**config.mk**
```make
export PLATFORM = sky130hd
export DESIGN_NAME = dslim_top
export DESIGN_NICKNAME = d
export VERILOG_FILES = /design/src/core/dslim_pkg.sv /design/src/core/dslim_top.sv /design/src/core/dslim_chan.sv
export SDC_FILE = /design/constraint.sdc
export NUM_CORES = 2
export LEC_CHECK = 0
export BUFFER_PORTS_ARGS = -buffer_cell sky130_fd_sc_hd__buf_2
export CAP_MARGIN = 5
export CORE_MARGIN = 2
export CORE_UTILIZATION = 42
export DETAILED_ROUTE_END_ITERATION = 10
export GPL_ROUTABILITY_DRIVEN = 0
export GPL_TIMING_DRIVEN = 0
export PLACE_DENSITY = 0.65
export SLEW_MARGIN = 15
export SYNTH_ARGS = -nofsm -noshare
export SYNTH_HDL_FRONTEND = slang
export SYNTH_SLANG_ARGS = --single-unit
```
**constraint.sdc**
```tcl
create_clock -name aclk -period 5.81 [get_ports aclk]
set_input_delay 0.2905 -clock aclk [delete_from_list [all_inputs] [get_ports aclk]]
set_output_delay 0.2905 -clock aclk [all_outputs]
set_load 0.02 [all_outputs]
```
**src/core/dslim_pkg.sv**
```systemverilog
// Package with register map, field layout and timing constants of the digital slew limiter.
package dslim_pkg;

    localparam int NUM_CH = 4;
    localparam int CODE_W = 16;
    localparam int PHASE_W = 17;

    // Register map: byte address = channel * 0x10 + register offset.
    localparam logic [7:0] CH_STRIDE = 8'h10;
    localparam logic [3:0] REG_TARGET = 4'h0;
    localparam logic [3:0] REG_CLEAR_CODE = 4'h4;
    localparam logic [3:0] REG_CONTROL = 4'h8;
    localparam logic [3:0] REG_STATUS = 4'hc;

    // Control register fields.
    localparam int CTRL_W = 9;
    localparam int CTRL_EN_BIT = 0;
    localparam int CTRL_RATE_LSB = 1;
    localparam int CTRL_STEP_LSB = 5;
    localparam int CTRL_CLR_BIT = 8;
    localparam logic [8:0] CTRL_RESET = 9'h000;

    // Status register fields.
    localparam int STAT_BUSY_BIT = 16;

    // Reset values of the code registers.
    localparam logic [15:0] TARGET_RESET = 16'h0000;
    localparam logic [15:0] CLEAR_CODE_RESET = 16'h0000;

    // AXI responses.
    localparam logic [1:0] RESP_OKAY = 2'h0;
    localparam logic [1:0] RESP_DECERR = 2'h3;

    // Timing: the fastest update rate is the base tick; slower rates divide it.
    localparam longint CLK_HZ = 10_000_000;
    localparam longint BASE_TICK_HZ = 64_000;
    localparam int BASE_TICK_CYC = int'(CLK_HZ / BASE_TICK_HZ);
    localparam logic [7:0] BASE_TICK_LAST = 8'(BASE_TICK_CYC - 1);

    // Step size in LSBs for a step select code.
    function automatic logic [8:0] step_lsb(input logic [2:0] sel);
        case (sel)
            3'h0:    step_lsb = 9'h001;
            3'h1:    step_lsb = 9'h002;
            3'h2:    step_lsb = 9'h004;
            3'h3:    step_lsb = 9'h010;
            3'h4:    step_lsb = 9'h020;
            3'h5:    step_lsb = 9'h040;
            3'h6:    step_lsb = 9'h080;
            default: step_lsb = 9'h100;
        endcase
    endfunction

    // Last phase count of the per-channel divider for a rate select code.
    // The slow codes divide by decimal counts so that 64 Hz down to 0.5 Hz stay exact.
    function automatic logic [16:0] rate_last(input logic [3:0] sel);
        case (sel)
            4'ha:    rate_last = 17'h0_03e7;
            4'hb:    rate_last = 17'h0_07cf;
            4'hc:    rate_last = 17'h0_0f9f;
            4'hd:    rate_last = 17'h0_1f3f;
            4'he:    rate_last = 17'h0_3e7f;
            4'hf:    rate_last = 17'h1_f3ff;
            default: rate_last = 17'((17'h0_0001 << sel) - 17'h0_0001);
        endcase
    endfunction

endpackage

```
**src/core/dslim_top.sv**
```systemverilog
// Four-channel digital slew limiter with an AXI4-Lite register slave and clear input.
//
// Function
// Slew limiting acts on a channel only while its enable is set.
// With limiting off, the new code reaches the converter at once.
// With limiting on, the applied code changes only on update ticks.
// Each tick moves the applied code by the selected step toward target.
// Four-bit rate code picks 64 kHz down to 0.5 Hz ticks.
// Three-bit step code picks 1, 2, 4, 16, 32, 64, 128 or 256 LSBs.
// Update ticks are divided down from the internal clock, not the serial clock.
// While limiting is on, every output change passes through the stepping.
// Clear on an allowed, slew-enabled channel steps toward its clear code.
// Host takes care clearing several slew channels; some may jump directly.
// Tick rate for a code is the same for every output range.
// Step sizes count code LSBs, whatever the output range.
// Slew limiting serves both current and voltage outputs.
// Clear acts only on channels whose clear allow is set.
// Clear is active high, edge sensitive; cleared code holds until rewritten.
// When remaining distance is below the step, land exactly on target.
// Each channel keeps its own applied code, target and divider phase.
module dslim_top
    import dslim_pkg::*;
(
    // Clock and reset.
    input  wire logic        aclk,
    input  wire logic        aresetn,
    // AXI4-Lite write address and data.
    input  wire logic        s_axi_awvalid,
    output logic             s_axi_awready,
    input  wire logic [7:0]  s_axi_awaddr,
    input  wire logic [2:0]  s_axi_awprot,
    input  wire logic        s_axi_wvalid,
    output logic             s_axi_wready,
    input  wire logic [31:0] s_axi_wdata,
    input  wire logic [3:0]  s_axi_wstrb,
    // AXI4-Lite write response.
    output logic             s_axi_bvalid,
    input  wire logic        s_axi_bready,
    output logic [1:0]       s_axi_bresp,
    // AXI4-Lite read.
    input  wire logic        s_axi_arvalid,
    output logic             s_axi_arready,
    input  wire logic [7:0]  s_axi_araddr,
    input  wire logic [2:0]  s_axi_arprot,
    output logic             s_axi_rvalid,
    input  wire logic        s_axi_rready,
    output logic [31:0]      s_axi_rdata,
    output logic [1:0]       s_axi_rresp,
    // Clear pin, asynchronous to aclk.
    input  wire logic        clear_in,
    // Converter side.
    output logic [dslim_pkg::NUM_CH-1:0][dslim_pkg::CODE_W-1:0] dac_code,
    output logic [dslim_pkg::NUM_CH-1:0]                      slewing
);
    import dslim_pkg::*;

    ////////////////////////////////////////////////////////////////////////////
    // State.

    typedef struct packed {
        logic                                 aw_ok;
        logic [7:0]                           aw_addr;
        logic                                 w_ok;
        logic [31:0]                          w_data;
        logic [3:0]                           w_strb;
        logic                                 awready;
        logic                                 wready;
        logic                                 bvalid;
        logic [1:0]                           bresp;
        logic                                 arready;
        logic                                 rvalid;
        logic [31:0]                          rdata;
        logic [1:0]                           rresp;
        logic [NUM_CH-1:0][CODE_W-1:0]        target;
        logic [NUM_CH-1:0][CODE_W-1:0]        clr_code;
        logic [NUM_CH-1:0][CTRL_W-1:0]        ctrl;
        logic                                 clr_s1;
        logic                                 clr_s2;
        logic                                 clr_s3;
        logic [7:0]                           base_cnt;
        logic                                 base_tick;
    } dslim_state_t;

    dslim_state_t r_reg;
    dslim_state_t r_next;
    logic         clear_edge;
    logic         wr_commit;

    // Merges a written word into an old one, byte lane by byte lane.
    function automatic logic [31:0] lane_merge(input logic [31:0] old_v, input logic [31:0] new_v,
                                               input logic [3:0] strb);
        logic [31:0] res;
        res = old_v;
        for (int b = 0; b < 4; b++)
        begin
            if (strb[b])
                res[b*8 +: 8] = new_v[b*8 +: 8];
        end
        lane_merge = res;
    endfunction

    // Addresses above the last channel are unmapped.
    function automatic logic addr_hit(input logic [7:0] a);
        addr_hit = a < 8'(NUM_CH * CH_STRIDE);
    endfunction

    ////////////////////////////////////////////////////////////////////////////
    // Next-state logic.

    assign clear_edge = r_reg.clr_s2 && !r_reg.clr_s3;
    assign wr_commit = r_reg.aw_ok && r_reg.w_ok && !r_reg.bvalid;

    always_comb
    begin
        logic [1:0]  wch;
        logic [1:0]  rch;
        logic [31:0] old_v;
        logic [31:0] new_v;
        wch = r_reg.aw_addr[5:4];
        rch = s_axi_araddr[5:4];
        old_v = '0;
        new_v = '0;
        r_next = r_reg;

        // Clear pin synchroniser; only the second and third stages feed logic.
        r_next.clr_s1 = clear_in;
        r_next.clr_s2 = r_reg.clr_s1;
        r_next.clr_s3 = r_reg.clr_s2;

        // The base tick is the fastest update rate, divided from the core clock.
        if (r_reg.base_cnt == BASE_TICK_LAST)
        begin
            r_next.base_cnt = '0;
            r_next.base_tick = 1'b1;
        end
        else
        begin
            r_next.base_cnt = 8'(r_reg.base_cnt + 8'h01);
            r_next.base_tick = 1'b0;
        end

        // Address and data are taken independently; one write is in flight at a time.
        if (r_reg.awready && s_axi_awvalid)
        begin
            r_next.aw_ok = 1'b1;
            r_next.aw_addr = s_axi_awaddr;
            r_next.awready = 1'b0;
        end
        if (r_reg.wready && s_axi_wvalid)
        begin
            r_next.w_ok = 1'b1;
            r_next.w_data = s_axi_wdata;
            r_next.w_strb = s_axi_wstrb;
            r_next.wready = 1'b0;
        end

        if (wr_commit)
        begin
            r_next.aw_ok = 1'b0;
            r_next.w_ok = 1'b0;
            r_next.bvalid = 1'b1;
            r_next.bresp = addr_hit(r_reg.aw_addr) ? RESP_OKAY : RESP_DECERR;
            if (addr_hit(r_reg.aw_addr))
            begin
                case (r_reg.aw_addr[3:0])
                    REG_TARGET:
                    begin
                        old_v = {16'h0000, r_reg.target[wch]};
                        new_v = lane_merge(old_v, r_reg.w_data, r_reg.w_strb);
                        r_next.target[wch] = new_v[15:0];
                    end
                    REG_CLEAR_CODE:
                    begin
                        old_v = {16'h0000, r_reg.clr_code[wch]};
                        new_v = lane_merge(old_v, r_reg.w_data, r_reg.w_strb);
                        r_next.clr_code[wch] = new_v[15:0];
                    end
                    REG_CONTROL:
                    begin
                        old_v = {23'h00_0000, r_reg.ctrl[wch]};
                        new_v = lane_merge(old_v, r_reg.w_data, r_reg.w_strb);
                        r_next.ctrl[wch] = new_v[CTRL_W-1:0];
                    end
                    default:
                    begin
                        // Status is read only; the write is accepted and dropped.
                        old_v = '0;
                    end
                endcase
            end
        end

        // A clear edge loads the clear code as the new target of allowed channels.
        // It is applied after a register write in the same cycle, so the clear wins.
        if (clear_edge)
        begin
            for (int c = 0; c < NUM_CH; c++)
            begin
                if (r_reg.ctrl[c][CTRL_CLR_BIT])
                    r_next.target[c] = r_reg.clr_code[c];
            end
        end

        if (r_reg.bvalid && s_axi_bready)
        begin
            r_next.bvalid = 1'b0;
            r_next.awready = 1'b1;
            r_next.wready = 1'b1;
        end

        // Reads answer one cycle after the address is taken.
        if (r_reg.arready && s_axi_arvalid)
        begin
            r_next.arready = 1'b0;
            r_next.rvalid = 1'b1;
            r_next.rresp = addr_hit(s_axi_araddr) ? RESP_OKAY : RESP_DECERR;
            r_next.rdata = '0;
            if (addr_hit(s_axi_araddr))
            begin
                case (s_axi_araddr[3:0])
                    REG_TARGET:     r_next.rdata = {16'h0000, r_reg.target[rch]};
                    REG_CLEAR_CODE: r_next.rdata = {16'h0000, r_reg.clr_code[rch]};
                    REG_CONTROL:    r_next.rdata = {23'h00_0000, r_reg.ctrl[rch]};
                    REG_STATUS:     r_next.rdata = {15'h0000, slewing[rch], dac_code[rch]};
                    default:        r_next.rdata = '0;
                endcase
            end
        end
        if (r_reg.rvalid && s_axi_rready)
        begin
            r_next.rvalid = 1'b0;
            r_next.arready = 1'b1;
        end
    end

    ////////////////////////////////////////////////////////////////////////////
    // State register.

    always_ff @(posedge aclk)
    begin
        if (!aresetn)
        begin
            r_reg <= '0;
            r_reg.awready <= 1'b1;
            r_reg.wready <= 1'b1;
            r_reg.arready <= 1'b1;
            for (int c = 0; c < NUM_CH; c++)
            begin
                r_reg.target[c] <= TARGET_RESET;
                r_reg.clr_code[c] <= CLEAR_CODE_RESET;
                r_reg.ctrl[c] <= CTRL_RESET;
            end
        end
        else
        begin
            r_reg <= r_next;
        end
    end

    assign s_axi_awready = r_reg.awready;
    assign s_axi_wready = r_reg.wready;
    assign s_axi_bvalid = r_reg.bvalid;
    assign s_axi_bresp = r_reg.bresp;
    assign s_axi_arready = r_reg.arready;
    assign s_axi_rvalid = r_reg.rvalid;
    assign s_axi_rdata = r_reg.rdata;
    assign s_axi_rresp = r_reg.rresp;

    ////////////////////////////////////////////////////////////////////////////
    // Channels: each keeps its own divider phase and applied code.

    for (genvar c = 0; c < NUM_CH; c++)
    begin : g_ch
        dslim_chan u_chan (
            .aclk                  (aclk),
            .aresetn               (aresetn),
            .base_tick             (r_reg.base_tick),
            .slew_limit_enable     (r_reg.ctrl[c][CTRL_EN_BIT]),
            .slew_tick_rate_select (r_reg.ctrl[c][CTRL_RATE_LSB +: 4]),
            .slew_step_size_select (r_reg.ctrl[c][CTRL_STEP_LSB +: 3]),
            .target_code           (r_reg.target[c]),
            .applied_code          (dac_code[c]),
            .slewing               (slewing[c])
        );
    end

    ////////////////////////////////////////////////////////////////////////////
    // Checks.

    a_base_tick_gap: assert property (@(posedge aclk) disable iff (!aresetn)
        r_reg.base_tick |=> !r_reg.base_tick [*8])
        else $error("Base tick fired faster than its divider allows.");

    a_clear_loads: assert property (@(posedge aclk) disable iff (!aresetn)
        clear_edge && r_reg.ctrl[0][CTRL_CLR_BIT] |=> r_reg.target[0] == $past(r_reg.clr_code[0]))
        else $error("Clear edge did not load the clear code on an allowed channel.");

    a_clear_keeps: assert property (@(posedge aclk) disable iff (!aresetn)
        clear_edge && !r_reg.ctrl[1][CTRL_CLR_BIT] && !wr_commit |=> $stable(r_reg.target[1]))
        else $error("Clear changed a channel that is not allowed to clear.");

    a_write_answer: assert property (@(posedge aclk) disable iff (!aresetn)
        wr_commit |=> s_axi_bvalid && !s_axi_awready && !s_axi_wready)
        else $error("Write response did not follow the committed write.");

endmodule

```
**src/core/dslim_chan.sv**
```systemverilog
// One channel of the slew limiter: tick divider and stepping of the applied code.
module dslim_chan
    import dslim_pkg::*;
(
    // Clock and reset.
    input  wire logic                       aclk,
    input  wire logic                       aresetn,
    // Settings and target.
    input  wire logic                       base_tick,
    input  wire logic                       slew_limit_enable,
    input  wire logic [3:0]                 slew_tick_rate_select,
    input  wire logic [2:0]                 slew_step_size_select,
    input  wire logic [dslim_pkg::CODE_W-1:0] target_code,
    // Result.
    output logic      [dslim_pkg::CODE_W-1:0] applied_code,
    output logic                            slewing
);
    import dslim_pkg::*;

    typedef struct packed {
        logic [CODE_W-1:0]  applied;
        logic [PHASE_W-1:0] phase;
        logic               busy;
    } dslim_chan_t;

    dslim_chan_t r_reg;
    dslim_chan_t r_next;
    logic              tick;
    logic [8:0]        step;
    logic [CODE_W-1:0] diff;

    assign step = step_lsb(slew_step_size_select);
    // The update tick depends only on the rate code, never on the output range.
    assign tick = base_tick && (r_reg.phase >= rate_last(slew_tick_rate_select));
    assign diff = (target_code > r_reg.applied) ? 16'(target_code - r_reg.applied)
                                                : 16'(r_reg.applied - target_code);

    always_comb
    begin
        r_next = r_reg;
        if (!slew_limit_enable)
        begin
            r_next.applied = target_code;
            r_next.phase = '0;
        end
        else
        begin
            if (base_tick)
                r_next.phase = tick ? '0 : 17'(r_reg.phase + 17'h0_0001);
            // Steps are counted in code LSBs for every output range and mode.
            if (tick && diff != '0)
            begin
                if ({7'h00, step} >= diff)
                    r_next.applied = target_code;
                else if (target_code > r_reg.applied)
                    r_next.applied = 16'(r_reg.applied + {7'h00, step});
                else
                    r_next.applied = 16'(r_reg.applied - {7'h00, step});
            end
        end
        r_next.busy = slew_limit_enable && (r_next.applied != target_code);
    end

    always_ff @(posedge aclk)
    begin
        if (!aresetn)
            r_reg <= '0;
        else
            r_reg <= r_next;
    end

    assign applied_code = r_reg.applied;
    assign slewing = r_reg.busy;

    a_pass_through: assert property (@(posedge aclk) disable iff (!aresetn)
        !slew_limit_enable |=> applied_code == $past(target_code))
        else $error("Disabled channel did not pass the target straight through.");

    a_hold_no_tick: assert property (@(posedge aclk) disable iff (!aresetn)
        slew_limit_enable && !tick |=> $stable(applied_code))
        else $error("Applied code changed without an update tick.");

    a_step_amount: assert property (@(posedge aclk) disable iff (!aresetn)
        slew_limit_enable && tick && {7'h00, step} < diff && target_code > applied_code
        |=> applied_code == 16'($past(applied_code) + {7'h00, $past(step)}))
        else $error("Upward step was not the selected step size.");

    a_no_overshoot: assert property (@(posedge aclk) disable iff (!aresetn)
        slew_limit_enable && tick && {7'h00, step} >= diff
        |=> applied_code == $past(target_code))
        else $error("Final step did not land exactly on the target.");

endmodule

```
==> impl_metrics.json <==
{
  "violations": "hold timing",
  "clock-root-buffer": "clkbuf_16",
  "fin_crit_ns": 5.74,
  "final_nets": 4978,
  "drcViolationCount": 0,
  "tightest_slew_ns": 1.22,
  "clkLatencyLatePin_ns": 0.59,
  "peakVddDrop_v": 0.000151,
  "worstSetupPathType": "reg -> reg",
  "placed_area_mm2": 0.0357,
  "dieArea_mm2": 0.0823,
  "drv_slew": 0,
  "dieHeight_um": 287,
  "finalWorstSetupSlack_ns": 0.0747,
  "yosys_warnings": 0,
  "cp-startpoint": "r_reg[132]",
  "synth_cell_types": 98,
  "pin_count": 175,
  "syn_area_mm2": 0.0336,
  "regToRegSetupSlack_ns": 0.07,
  "ant_nets": 0,
  "area_growth_pct": 13.7,
  "fmaxAchievable_mhz": 174,
  "dp_hpwl_um": 105000,
  "syn_inst": 4375,
  "antenna_found_initial": 10,
  "avgSynthCellArea_um2": 7.69,
  "hold_violations": 1,
  "max_slew_margin": 0.187,
  "min-delay-start": "s_axi_wdata[1]",
  "cp_max_fo": 10,
  "drtPass1Iterations": 6,
  "clock_sinks": 364,
  "preCtsSetupSlack_ns": -1.12,
  "cts_tree": "yes",
  "ys_seq_elements": 364,
  "setup_viol": 0,
  "vias": 35400,
  "hold_class": "in -> reg",
  "ys_seq_area_frac": 0.217,
  "drt_iter0_markers": 4419,
  "status": "finished, violations left",
  "clk_pin_slew_ns": 0.06,
  "p_total_mw": 7.08,
  "power.leakage_nw": 15.4,
  "yosys.area.top_type_share": 0.217,
  "grt_pass1_wl_um": 200000,
  "crit_path_start_kind": "flop",
  "cts_buffers": 42,
  "synthTopCellsByArea": "dfxtp_1 (22%), ha_1 (11%), nor2_1 (6.7%), mux4_2 (6.6%), a21oi_1 (5.9%)",
  "fill_cells": 7926,
  "min_period_over_period": 0.987,
  "instances_no_fill": 5684,
  "final_layout_size_suffix_gt1_frac": 0.158,
  "postLayoutCellArea_mm2": 0.0382,
  "holdWs_ns": -0.00376,
  "cts_max_path_buffers": 3,
  "endpoint_kind": "flop",
  "start_util": 0.425,
  "dp_cells": 5573,
  "first_global_vias": 32700,
  "h-tree-depth": 2,
  "max_cap_viol_count": 0,
  "skew_ns": 0.0262,
  "core_region_area_mm2": 0.0791,
  "required_ns": 6.22,
  "pwr_density_cell_mw_per_mm2": 185,
  "grt_overflow": 0,
  "rows": 103,
  "critPathArrivalTime_ns": 6.14,
  "grt_max_degree": 14,
  "avgViaCountPerCell": 6.22,
  "synthFlopType": "dfxtp_1",
  "synth_edf_count": 0,
  "most-common-layout-cells": "nor2_1 (602), a21oi_1 (387), dfxtp_1 (288), nand2_1 (285), ha_1 (279)",
  "die_w_um": 287,
  "io_buffers": 133,
  "async_reset_ff_frac": 0,
  "yosysTopAreaCell": "dfxtp_1",
  "rsz0062_at_grt": "true",
  "postRouteWirelength_um": 136000,
  "grt_use_total": 0.316,
  "layout_commonest_cell": "nor2_1",
  "wl_per_cell_um": 23.9,
  "worstReg2RegStart": "r_reg[132]"
}
## per-stage QoR
stage                     setup TNS [ns]  utilization
final                                  0        0.483
after global routing              -0.152        0.483
after CTS                              0        0.475
after detailed placement           -8.96        0.451
after global placement             -8.62        0.451
after floorplan                        0            -
## power by group
part | total, mW | switching [mW] | internal, mW
combinational | 1.82 | 1.11 | 0.703
sequential | 2.57 | 0.0576 | 2.51
clock | 2.69 | 1.14 | 1.55
## kinds of logic after synthesis
| group | after synthesis | share of synthesized area |
|---|---|---|
| AND/OR/NAND/NOR | 1429 | 0.197 |
| AO/OA/AOI/OAI | 1282 | 0.246 |
| buffers and inverters | 624 | 0.0834 |
| flip-flops | 364 | 0.217 |
| adder cells (fa/ha/maj) | 309 | 0.118 |
| XOR/XNOR | 195 | 0.0508 |
| multiplexers | 171 | 0.0883 |
| other | 1 | 0.000112 |
## what timing repair did
action | in CTS | in global routing
gates cloned | 0 | 0
endpoints found under the hold margin | 22 | 0
pin swaps | 8 | 28
hold buffers | 23 | 0
resized for setup | 115 | 151
buffers inserted | 9 | 24
endpoints found under the setup margin | 27 | 52
## cell usage after synthesis (28+ instances only)
cell,count
clkbuf_1,204
a22oi_1,36
mux4_2,99
nand4_1,68
dfxtp_1,364
o21ai_0,229
nand2b_1,39
buf_1,30
nand3_1,111
inv_1,244
a211oi_1,170
xor2_1,92
o211ai_1,28
mux2i_1,57
ha_1,297
nor3_1,93
buf_2,30
xnor2_1,103
nand2_1,287
nor2_1,604
and2_1,36
buf_4,109
a21o_1,74
and3_1,31
a21oi_1,394
o21a_1,42
nor2b_1,37
a31oi_1,38
o22ai_1,40
## path summary, 6_finish.rpt
kind	end	cells after the start
min	r_reg[222]	3
max reg2reg	g_ch[1].u_chan.slewing	24
max	g_ch[1].u_chan.slewing	24
min reg2reg	r_reg[1]	1
## worst max-delay path: stages (launching register included)
cell and delay, ns:
dfxtp_1 0.76, ha_1 0.24, nand4_1 0.18, or4_4 0.57, nor2_1 0.13, or2_1 0.11, clkbuf_4 0.17, nor2_4 0.08
inv_1 0.09, buf_6 0.17, nor2_1 0.08, xnor2_1 0.18, ha_1 0.28, or3_1 0.40, o2111ai_2 0.11, a21oi_1 0.09
o21a_1 0.22, nor3_1 0.17, nor2_1 0.06, o32a_1 0.39, mux2_2 0.30, a21oi_1 0.22, o22ai_1 0.13, nor4_2 0.26
a311oi_1 0.14
## metal layers
layer / vias up / GRT usage / share of wire
met3: 517 / 0.0835 / 0.12
met1: 16500 / 0.404 / 0.39
li1: 16200 / - / -
met4: 4 / 0.189 / 0.070
met2: 2191 / 0.475 / 0.42
met5: - / 0 / 0.00021
## layout make-up
class                   count  area, um2  area share
clock inverters            17        183     0.00478
flip-flops and latches    364       7430       0.194
clock buffers              54       1170      0.0305
plain buffers             354       1860      0.0486
diodes                      4       10.0    0.000262
well taps                1050       1310      0.0344
inverters                 249        937      0.0245
multi-input cells        3401      24200       0.632
repair buffers            191       1160      0.0303
Note: power is estimated with default switching activity, not from simulation.
